**src/inc/cif_pkg.sv**
```systemverilog
// Notes on behaviour
// RQ1: the serial-1 / audio receive flag in bit 7 of the first register is set by its event and cleared on vectoring.
// RQ2: the converter-done flag in bit 5 of the first register is set by its event and cleared on vectoring.
// RQ3: the serial-0 receive flag in bit 3 of the first register is set by its event and cleared on vectoring.
// RQ4: the radio done flag in bit 1 of the first register is set by its event and cleared on vectoring.
// RQ5: bits 2 and 0 of the first register reset to one and software always writes one there.
// RQ6: a cipher event sets both cipher flags, bits 1 and 0 of the second register, together.
// RQ7: software writing one to either cipher flag raises a cipher request on its own.
// RQ8: each flag reads one while pending, zero otherwise, and all flags reset to zero.
// RQ9: flags are set by their events whatever the enable bits say.
// RQ10: an enabled pending flag asks the core to vector to its source at the next instruction cycle.
// RQ11: when a module flag is cleared, a still-pending enabled module flag sets the flag again.
// RQ12: unused bits reset to zero and hold written values with no effect on interrupts.
package cif_pkg;
	localparam logic [11:0] OFF_FIRST = 12'h088;
	localparam logic [11:0] OFF_SECOND = 12'h098;
	localparam logic [11:0] OFF_ENABLE = 12'h0A0;
	localparam logic [11:0] OFF_STATUS = 12'h0A4;
	localparam logic [11:0] OFF_MASK = 12'h0A8;
	localparam int BIT_SER1 = 7;
	localparam int BIT_CONV = 5;
	localparam int BIT_SER0 = 3;
	localparam int BIT_RADIO = 1;
	localparam int BIT_CIPH_HI = 1;
	localparam int BIT_CIPH_LO = 0;
	localparam logic [7:0] FIRST_RESET = 8'h05;
	localparam logic [7:0] SECOND_RESET = 8'h00;
	localparam int NSRC = 5;
	// source index: 0 ser1, 1 conv, 2 ser0, 3 radio, 4 cipher
	typedef enum logic [2:0] {
		SRC_SER1,
		SRC_CONV,
		SRC_SER0,
		SRC_RADIO,
		SRC_CIPH
	} cif_src_t;
endpackage : cif_pkg

```
**src/inc/cif_flag_if.sv**
```systemverilog
// set / clear / state of one hardware-cleared flag
interface cif_flag_if;
	logic set_ev;
	logic ack;
	logic wr_en;
	logic wr_val;
	logic state;
	modport ctrl (output set_ev, output ack, output wr_en, output wr_val, input state);
	modport flag (input set_ev, input ack, input wr_en, input wr_val, output state);
endinterface : cif_flag_if

```
**src/logic/cif_flag.sv**
```systemverilog
module cif_flag (
	// system
	input wire logic sys_clk,
	input wire logic rst_n,
	// flag control
	cif_flag_if.flag f
);
	logic state_reg;
	logic state_next;

	// event wins over both ack and a software clear, so nothing is lost
	assign state_next = f.set_ev ? 1'b1 : (f.ack ? 1'b0 : (f.wr_en ? f.wr_val : state_reg));

	// flag storage
	always_ff @(posedge sys_clk) begin
		if (!rst_n) state_reg <= 1'b0;
		else state_reg <= state_next;
	end
	assign f.state = state_reg;
endmodule : cif_flag

```
**src/logic/cif_flag_regs.sv**
```systemverilog
// The APB register port was chosen for this implementation.
module cif_flag_regs (
	// system
	input wire logic sys_clk,
	input wire logic rst_n,
	// apb slave
	input wire logic psel,
	input wire logic penable,
	input wire logic pwrite,
	input wire logic [11:0] paddr,
	input wire logic [31:0] pwdata,
	input wire logic [3:0] pstrb,
	output logic [31:0] prdata,
	output logic pready,
	output logic pslverr,
	// peripheral event pulses
	input wire logic ser1_rx_ev,
	input wire logic conv_done_ev,
	input wire logic ser0_rx_ev,
	input wire logic radio_done_ev,
	input wire logic cipher_ev,
	// module flags still pending and enabled, per source
	input wire logic [4:0] module_pending,
	// pulse when a module flag of that source is cleared
	input wire logic [4:0] module_clr,
	// core vectoring
	input wire logic [4:0] vector_ack,
	output logic [4:0] vector_req,
	// interrupt
	output logic irq
);
	logic [7:0] first_reg;
	logic [7:0] first_next;
	logic [7:0] first_view;
	logic [7:0] second_reg;
	logic [7:0] second_next;
	logic [4:0] enable_reg;
	logic [4:0] status_reg;
	logic [4:0] status_next;
	logic [4:0] mask_reg;
	logic [31:0] prdata_reg;
	logic [31:0] rdata_next;
	logic [4:0] flag_state;
	logic [4:0] src_ev;
	logic [4:0] refire;
	logic [4:0] pend;
	logic [4:0] pend_d_reg;
	logic wr_acc;
	logic rd_acc;
	logic sel_first;
	logic sel_second;
	logic sel_enable;
	logic sel_status;
	logic sel_mask;
	logic hit;
	logic wr_first;
	logic wr_second;
	logic cip_hi_next;
	logic cip_lo_next;

	// address decode; pready always high, so every transfer is zero-wait
	assign wr_acc = psel && penable && pwrite && pstrb[0];
	assign rd_acc = psel && !penable && !pwrite;
	assign sel_first = paddr == cif_pkg::OFF_FIRST;
	assign sel_second = paddr == cif_pkg::OFF_SECOND;
	assign sel_enable = paddr == cif_pkg::OFF_ENABLE;
	assign sel_status = paddr == cif_pkg::OFF_STATUS;
	assign sel_mask = paddr == cif_pkg::OFF_MASK;
	assign hit = sel_first | sel_second | sel_enable | sel_status | sel_mask;
	assign wr_first = wr_acc && sel_first;
	assign wr_second = wr_acc && sel_second;
	assign pready = 1'b1;
	assign pslverr = psel && penable && !hit;

	// a module flag cleared while others wait re-raises the cpu flag if its source is enabled
	assign refire = module_clr & module_pending & enable_reg; // RQ11
	// peripherals set flags regardless of enable
	assign src_ev = {cipher_ev, radio_done_ev, ser0_rx_ev, conv_done_ev, ser1_rx_ev} | refire; // RQ9

	// each of the four hardware-cleared flags gets its own instance of the small flag cell
	genvar gi;
	generate
		for (gi = 0; gi < 4; gi++) begin : g_hwflag
			localparam int BP = (gi == 0) ? cif_pkg::BIT_SER1 : (gi == 1) ? cif_pkg::BIT_CONV :
				(gi == 2) ? cif_pkg::BIT_SER0 : cif_pkg::BIT_RADIO;
			cif_flag_if fi ();
			assign fi.set_ev = src_ev[gi]; // RQ1 RQ2 RQ3 RQ4
			assign fi.ack = vector_ack[gi]; // RQ1 RQ2 RQ3 RQ4
			assign fi.wr_en = wr_first;
			assign fi.wr_val = pwdata[BP];
			assign flag_state[gi] = fi.state;
			cif_flag u_flag (
				.sys_clk(sys_clk),
				.rst_n(rst_n),
				.f(fi)
			);
		end
	endgenerate

	// cipher pair: event sets both, software writes each, no hardware clear
	assign cip_hi_next = src_ev[cif_pkg::SRC_CIPH] ? 1'b1 : (wr_second ? pwdata[cif_pkg::BIT_CIPH_HI] : second_reg[cif_pkg::BIT_CIPH_HI]); // RQ6
	assign cip_lo_next = src_ev[cif_pkg::SRC_CIPH] ? 1'b1 : (wr_second ? pwdata[cif_pkg::BIT_CIPH_LO] : second_reg[cif_pkg::BIT_CIPH_LO]); // RQ6
	assign second_next = {(wr_second ? pwdata[7:2] : second_reg[7:2]), cip_hi_next, cip_lo_next}; // RQ12
	// either cipher flag alone keeps the request up
	assign flag_state[4] = second_reg[cif_pkg::BIT_CIPH_HI] | second_reg[cif_pkg::BIT_CIPH_LO]; // RQ7

	// first register: flags from cells, other bits plain storage
	always_comb begin
		first_next = wr_first ? pwdata[7:0] : first_reg; // RQ5 RQ12
		first_next[cif_pkg::BIT_SER1] = flag_state[0];
		first_next[cif_pkg::BIT_CONV] = flag_state[1];
		first_next[cif_pkg::BIT_SER0] = flag_state[2];
		first_next[cif_pkg::BIT_RADIO] = flag_state[3];
	end

	// enabled pending flags request a vector
	assign pend = flag_state & enable_reg;
	assign vector_req = pend; // RQ10

	// new request edges are the sticky events; set wins over write-one-clear
	assign status_next = (pend & ~pend_d_reg) | (status_reg & ~((wr_acc && sel_status) ? pwdata[4:0] : 5'h00));
	assign irq = |(status_reg & mask_reg);

	// read mux; flag bits come live so software sees pending state
	always_comb begin
		rdata_next = 32'h00000000;
		if (sel_first) rdata_next[7:0] = first_next; // RQ8
		else if (sel_second) rdata_next[7:0] = second_reg; // RQ8
		else if (sel_enable) rdata_next[4:0] = enable_reg;
		else if (sel_status) rdata_next[4:0] = status_reg;
		else if (sel_mask) rdata_next[4:0] = mask_reg;
	end
	assign prdata = prdata_reg;

	// register storage
	always_ff @(posedge sys_clk) begin
		if (!rst_n) begin
			second_reg <= cif_pkg::SECOND_RESET; // RQ8
			enable_reg <= 5'h00;
			status_reg <= 5'h00;
			mask_reg <= 5'h00;
			pend_d_reg <= 5'h00;
			prdata_reg <= 32'h00000000;
		end else begin
			second_reg <= second_next;
			status_reg <= status_next;
			pend_d_reg <= pend;
			if (wr_acc && sel_enable) enable_reg <= pwdata[4:0];
			if (wr_acc && sel_mask) mask_reg <= pwdata[4:0];
			if (rd_acc) prdata_reg <= rdata_next;
		end
	end

	// first register storage; reserved ones come up set
	always_ff @(posedge sys_clk) begin
		if (!rst_n) first_reg <= cif_pkg::FIRST_RESET; // RQ5
		else first_reg <= first_next;
	end

	// visible first register: live flag bits over the plain storage bits
	always_comb begin
		first_view = first_reg;
		first_view[cif_pkg::BIT_SER1] = flag_state[0];
		first_view[cif_pkg::BIT_CONV] = flag_state[1];
		first_view[cif_pkg::BIT_SER0] = flag_state[2];
		first_view[cif_pkg::BIT_RADIO] = flag_state[3];
	end
endmodule : cif_flag_regs

```
**config.mk**
```make
export PLATFORM = sky130hd
export DESIGN_NAME = cif_flag_regs
export DESIGN_NICKNAME = d
export VERILOG_FILES = /design/src/inc/cif_pkg.sv /design/src/inc/cif_flag_if.sv /design/src/logic/cif_flag.sv /design/src/logic/cif_flag_regs.sv
export SDC_FILE = /design/constraint.sdc
export NUM_CORES = 1
export LEC_CHECK = 0
export ABC_AREA = 1
export BUFFER_PORTS_ARGS = -buffer_cell sky130_fd_sc_hd__buf_4
export CORE_MARGIN = 2
export CORE_UTILIZATION = 51
export DETAILED_ROUTE_END_ITERATION = 8
export PLACE_DENSITY_LB_ADDON = 0.08
export SLEW_MARGIN = 20
export SYNTH_ARGS = -nofsm -noshare
export SYNTH_HDL_FRONTEND = slang
export SYNTH_SLANG_ARGS = --single-unit
```
**constraint.sdc**
```tcl
create_clock -name sys_clk -period 3.3 [get_ports sys_clk]
set_clock_uncertainty 0.2 [all_clocks]
set_input_delay 0.495 -clock sys_clk [delete_from_list [all_inputs] [get_ports sys_clk]]
set_output_delay 0.495 -clock sys_clk [all_outputs]
set_load 0.02 [all_outputs]
```
Yosys cells after proc, flatten, opt, wreduce, memory -nomap -nowiden
Cells that the tools add are included.
{"block": "word_totals", "regBits": 47, "input_bits": 73, "out_inout_bits": 40, "elab_cells": 76}
{"block": "classes", "n_reduce_logical": 20, "mux": 24, "n_eq_ne": 5, "bitwise_logic": 15}
{"op": "$eq 12x8->1 const B", "n": 5}
{"op": "$and 5x5->5", "n": 6}
{"op": "$mux 5", "n": 5}
{"op": "$mux 1", "n": 16}
{"op": "$reduce_bool 3->1", "n": 4}
{"op": "$logic_and 1x1->1", "n": 11}
{"op": "$not 5->5", "n": 2}
{"op": "$or 5x5->5", "n": 2}
{"op": "$mux 8", "n": 1}
{"op": "$mux 7", "n": 1}
{"op": "$or 1x1->1", "n": 5}
{"op": "$reduce_or 5->1", "n": 1}
{"op": "$logic_not 1->1", "n": 3}
{"op": "$mux 3", "n": 1}
{"op": "$reduce_bool 2->1", "n": 1}

Longest topological paths before layout
Gate-level depths: netlist of the first run.
{"block": "depth", "word_depth": 8, "ltp_mapped": 11}

Cells and area by module
From an unflattened synthesis of the first run, not the netlist that was laid out.
{"block": "unflattened", "cells_unflattened": 368, "hier_area_um2": 2542.4}
{"mod": "cif_flag_regs", "instances": 1, "cells_each": 324, "area_per_inst_um2": 2267.2}
{"mod": "cif_flag", "instances": 4, "cells_each": 11, "area_per_inst_um2": 68.8}

Least setup slack after synthesis of the first run
OpenSTA, ideal clock, no wires.
{"block": "synth_path", "kind": "input port to output port", "startpoint": "input port paddr[2]", "endpoint": "output port pslverr", "arrival_time_ps": 1477, "path_slack_ps": 1128, "path_buffers": 0, "cell_stages": 7, "cell_sequence": "inv_1 nor2_1 nand2_1 inv_1 o21ai_0 nand3_1 nor3_1"}
{"block": "synth_via", "elab_chain_cells": 7, "word_cells_on_any_way": 11}
{"item": "start: declaration", "line_no": "cif_flag_regs.sv:10", "source": "input wire logic [11:0] paddr,"}
{"item": "$eq 12x8->1 (on tied branches)", "line_no": "cif_flag_regs.sv:64, cif_flag_regs.sv:65"}
{"item": "$or 1x1->1 (3 in series)", "line_no": "cif_flag_regs.sv:69", "source": "assign hit = sel_first | sel_second | sel_enable | sel_status | sel_mask;"}
{"item": "$or 1x1->1 (*)", "line_no": "cif_flag_regs.sv:69"}
{"item": "$logic_not 1->1 (*)", "line_no": "cif_flag_regs.sv:73", "source": "assign pslverr = psel && penable && !hit;"}
{"item": "$logic_and 1x1->1 (*)", "line_no": "cif_flag_regs.sv:73"}
{"item": "end: declaration", "line_no": "cif_flag_regs.sv:15", "source": "output logic pslverr,"}
Every way passes the cells marked *; elsewhere a longest branch is shown, timed or not.

Worst setup path after layout of the first run
{"block": "layout_path", "startpoint": "input port paddr[9]", "endpoint": "output port pslverr"}
Same word-level chain as after synthesis.

==> results of run 1 <==
## how the worst min path moves through the flow
stage / slack [ns] / startpoint / end
floorplan: 0.21 / pend_d_reg[0] / status_reg[0]
global placement: 0.21 / pend_d_reg[4] / status_reg[4]
detailed placement: 0.21 / pend_d_reg[0] / status_reg[0]
CTS: 0.23 / pend_d_reg[0] / status_reg[0]
global route: 0.25 / pend_d_reg[0] / status_reg[0]
finish: 0.23 / pend_d_reg[2] / status_reg[2]
## synth_stat cells, types with 2 or more instances
| cell type | number |
|---|---|
| inv_1 | 61 |
| nand2_1 | 51 |
| dfxtp_1 | 44 |
| a21oi_1 | 35 |
| o21ai_0 | 27 |
| nand3_1 | 26 |
| buf_4 | 25 |
| nor2_1 | 25 |
| o21ai_1 | 7 |
| a31o_2 | 5 |
| clkbuf_1 | 4 |
| nand2_4 | 4 |
| o22ai_1 | 4 |
| nand3_2 | 3 |
| nand4_1 | 3 |
| nor2_4 | 3 |
| nor3_1 | 3 |
| buf_6 | 2 |
| clkinv_1 | 2 |
| conb_1 | 2 |
| nand2_2 | 2 |
| nand3_4 | 2 |
| o221ai_1 | 2 |
## layout make-up
type	instances	area, sq um	area share (%)
multi-input cells	233	1200	40.9
flip-flops and latches	44	881	30.1
repair buffers	60	450	15.4
inverters	65	245	8.38
clock buffers	7	76.3	2.61
well taps	54	67.6	2.31
clock inverters	1	8.76	0.299
## where the power goes
part	switching, W	internal (W)	leakage (nW)
clock network	0.000188	0.000152	0.0424
registers	0.00000397	0.000537	0.357
logic	0.0000819	0.0000530	1.05
total	0.000274	0.000742	1.45
## critical path, stage by stage
cell,delay (ns)
buf_4,0.11
nor2_1,0.17
nand2_4,0.13
nor2_4,0.25
nand2_1,0.14
nand3_1,0.12
nor3_1,0.06
buf_4,0.15
## kinds of logic (layout without fill, tap and decap cells)
logic type,after synthesis,count (layout),synth area share [%]
AND/OR/NAND/NOR,125,125,26.2
buffers and inverters,97,133,19.6
AO/OA/AOI/OAI,83,83,18.4
flip-flops,44,44,35.6
other,2,25,0.303
## metrics by stage
| stage | hold slack [ns] | area, sq um |
|---|---|---|
| after floorplan | 0.208 | 2560 |
| after global placement | 0.211 | 2840 |
| after detailed placement | 0.214 | 2840 |
| after CTS | 0.228 | 2930 |
| after global routing | 0.248 | 2930 |
| final | 0.231 | 2930 |
## layer usage
layer | vias up | GRT usage, %
li1 | 1196 | -
met1 | 1011 | 29.7
met2 | 81 | 35.6
met3 | 9 | 4.12
met4 | 0 | 6.06
met5 | - | 0
==> impl_metrics.csv, run 1 <==
group,metric,value,unit
placed_design,dp_slack,1.00,ns
global_route,gr-total-overflow,0,
detailed_routing,highest_layer,"met4",
synth,synth_warnings,0,
timing,finalHoldViolCount,0,
detailed_routing,met1_length,2630,um
worst_setup_path,r2r-start,"mask_reg[3]",
placed_design,dp_cells,456,
final_layout,num-nets-final,482,
worst_setup_path,worst_setup_path_start_kind,"input port",
clock_network,clkSinkCount,44,
clock_network,clock_path_buffers,2,
floorplanning,design.core.area,4690,sq um
worst_setup_path,crit_path_max_fanout,10,
global_route,antenna_found_initial,0,
clock_network,cts_tree,"yes",
final_layout,syn_to_final_growth,18.2,%
synth,netlist_top_cells_area,"dfxtp_1, inv_1, nand2_1",
floorplanning,fp.dieW,73.7,um
timing,post-route-period-util,70.1,%
clock_network,ctsHoldBuffers,0,
detailed_routing,drc,0,
worst_setup_path,crit_end,"pslverr",
timing,setup_violations,0,
synth,synth_area,2480,sq um
clock_network,cts_made_buffers,5,
detailed_routing,routed_wl,5790,um
job,cap_violations,0,
power,finalPower,0.00102,W
timing,maxSlewHeadroom,55.3,%
clock_network,cts-resized-gates,0,
floorplanning,initial_utilization,52.8,%
power,powerDensity,347,nW/um^2
detailed_routing,dr.pass1.iters,4,
final_layout,final_core_util,62.4,%
final_layout,drive_gt1_share,22.2,%
timing,tightestPinTransition,0.670,ns
synth,synth-seq-cells,44,
placed_design,gp_congestion,0.906,
placed_design,hpwl,4400,um
worst_setup_path,path_class,"in2out",
worst_hold_path,hold_path.class,"reg2reg",
worst_hold_path,whs_path_depth,1,
timing,finalCriticalPeriod,2.31,ns
outcome,status,"finished, final reports clean",
synth,synth_top_area_cell,"dfxtp_1",
worst_setup_path,r2r-end,"prdata[3]",
final_layout,antennaDiodeCount,0,
power,p_leak,1.45,nW
global_route,grt_usage,21.9,%
synth,synth-seq-area-share,35.6,%
global_route,grt_pass1_wl,9050,um
final_layout,n_fill_cell,453,
worst_setup_path,cp-end-kind,"output port",
floorplanning,die_h,73.7,um
timing,clock.fmax,432,MHz
synth,synth_ff_type,"dfxtp_1",
timing,layout_setup_ws,0.987,ns
final_layout,layout_commonest_cell,"inv_1",
detailed_routing,ant_nets,0,
detailed_routing,viasPerCell,4.95,
synth,synthDistinctLibCells,32,
clock_network,insertion_delay,0.30,ns
global_route,grt_pass1_vias,1989,
global_route,grt_max_degree,26,
worst_setup_path,rrSetupSlack,2.00,ns
detailed_routing,vias,2297,
synth,synthArstFlopShare,0,%
detailed_routing,dr.first_iter.drc_count,94,
final_layout,final_cell_mix,"inv_1, buf_4, nand2_1",
clock_network,cts_root_buffer,"clkbuf_8",
timing,grt_setup_unrepaired,"false",
floorplanning,rows,25,
synth,synth_edf_count,0,
synth,synthCells,351,
final_layout,fin_cells,464,
worst_setup_path,worstRegToRegCells,8,
timing,maxSlewViolCount,0,
synth,yosysTopAreaCellShare,35.6,%
synth,synth.avg_cell_area,7.05,sq um
clock_network,cts_setup_buffers,0,
worst_setup_path,worstPathRequired,2.60,ns
timing,tns,0,ns
floorplanning,io_pins,113,
detailed_routing,route.met3.wl,376,um
detailed_routing,wl_met2,2700,um
placed_design,portBuffers,59,
floorplanning,dieArea,5430,sq um
clock_network,clk_pin_slew_worst_paths,0.08,ns
worst_setup_path,worstSetupStartpoint,"paddr[9]",
detailed_routing,wire_per_inst,12.5,um
worst_setup_path,cp.arrival,1.62,ns
power,peakVddDrop,0.000233,V
clock_network,htree_num_levels,2,
No activity file was read; power rests on OpenSTA's default activity.
==> inputs of run 2 (changes only) <==
- CORE_UTILIZATION: 51 -> 47
- clock period: 3.3 -> 2.45 ns (I/O delays scaled with it)
==> impl_metrics.csv, run 2 (synthesis results as in run 1) <==
group,metric,value,unit
timing,holdWs,0.128,ns
timing,maxSlewViolCount,0,
worst_setup_path,path_class,"in2out",
final_layout,n_fill_cell,518,
timing,post-route-period-util,83.3,%
job,cap_violations,0,
detailed_routing,wire_per_inst,12.4,um
global_route,grt_max_degree,26,
final_layout,syn_to_final_growth,20.8,%
power,peakVddDrop,0.000289,V
floorplanning,fp.dieW,76.6,um
clock_network,cts_made_buffers,5,
clock_network,ctsHoldBuffers,0,
clock_network,cts-resized-gates,0,
floorplanning,io_pins,113,
clock_network,clkSinkCount,44,
floorplanning,initial_utilization,48.5,%
clock_network,clock_path_buffers,2,
clock_network,cts_root_buffer,"clkbuf_8",
global_route,antenna_found_initial,0,
global_route,grt_pass1_wl,9940,um
timing,clock.fmax,490,MHz
global_route,grt_pass1_vias,2057,
clock_network,clk_pin_slew_worst_paths,0.09,ns
timing,grt_setup_unrepaired,"false",
final_layout,final_cell_mix,"inv_1, buf_4, nand2_1",
placed_design,gp_congestion,0.887,
worst_setup_path,crit_path_max_fanout,10,
timing,setup_violations,0,
floorplanning,dieArea,5870,sq um
clock_network,insertion_delay,0.30,ns
detailed_routing,dr.first_iter.drc_count,115,
power,powerDensity,505,nW/um^2
power,p_leak,1.48,nW
global_route,grt_usage,21.3,%
worst_setup_path,cp-end-kind,"output port",
detailed_routing,routed_wl,5960,um
final_layout,drive_gt1_share,22.9,%
global_route,gr-total-overflow,0,
detailed_routing,viasPerCell,4.79,
clock_network,cts_tree,"yes",
detailed_routing,vias,2305,
timing,finalCriticalPeriod,2.04,ns
floorplanning,rows,26,
worst_setup_path,worstPathRequired,1.88,ns
worst_setup_path,cp.arrival,1.47,ns
timing,tns,0,ns
floorplanning,die_h,76.6,um
worst_setup_path,worst_setup_path_start_kind,"input port",
final_layout,num-nets-final,483,
placed_design,portBuffers,59,
timing,finalHoldViolCount,0,
outcome,status,"finished, final reports clean",
clock_network,htree_num_levels,2,
placed_design,hpwl,4520,um
final_layout,antennaDiodeCount,0,
detailed_routing,dr.pass1.iters,4,
worst_hold_path,hold_path.class,"in2reg",
clock_network,cts_setup_buffers,0,
floorplanning,design.core.area,5110,sq um
detailed_routing,drc,0,
detailed_routing,ant_nets,0,
[run 2: per-stage QoR]
step | setup slack [ns] | utilization, % | total power, W | instances | cell area [sq um]
floorplan | 0.533 | - | 0.000874 | 374 | 2560
global placement | 0.423 | 56.2 | 0.000927 | 473 | 2870
detailed placement | 0.397 | 56.2 | 0.000928 | 473 | 2870
CTS | 0.396 | 58.5 | 0.00152 | 481 | 2990
global route | 0.268 | 58.5 | 0.00157 | 481 | 2990
finish | 0.409 | 58.5 | 0.00151 | 481 | 2990
[run 2: area by class of cell]
class	instances	area (sq um)	area share (%)
clock buffer	6	82.6	2.76
clock inverter	2	38.8	1.30
inverter	65	245	8.20
sequential	44	881	29.5
tap	70	87.6	2.93
timing repair buffer	61	458	15.3
multi-input combinational	233	1200	40.0
[run 2: final timing paths]
| kind | end | from | slack [ns] | cells past startpoint |
|---|---|---|---|---|
| max | pslverr | paddr[11] | 0.41 | 8 |
| min | g_hwflag[0].u_flag.f.state | vector_ack[0] | 0.13 | 4 |
| max reg2reg | prdata[3] | mask_reg[3] | 1.21 | 8 |
| min reg2reg | status_reg[2] | pend_d_reg[2] | 0.22 | 1 |
[run 2: critical path, stage by stage]
cell	delay, ns
buf_4	0.11
nor2_1	0.18
nand2_4	0.13
nor2_4	0.24
nand2_1	0.12
nand3_1	0.12
nor3_1	0.06
buf_4	0.15
[run 2: routing by layer]
layer  GRT usage [%]  routed length, um
met3            3.91                392
met1            28.3               2700
met2            36.0               2830
met5               0                  0
met4            4.91                 44
[run 2: power by group]
group	total, W	switching (W)	internal, W	leakage, nW
clock	0.000596	0.000263	0.000334	0.0614
sequential	0.000729	0.00000530	0.000724	0.357
combinational	0.000184	0.000111	0.0000725	1.06
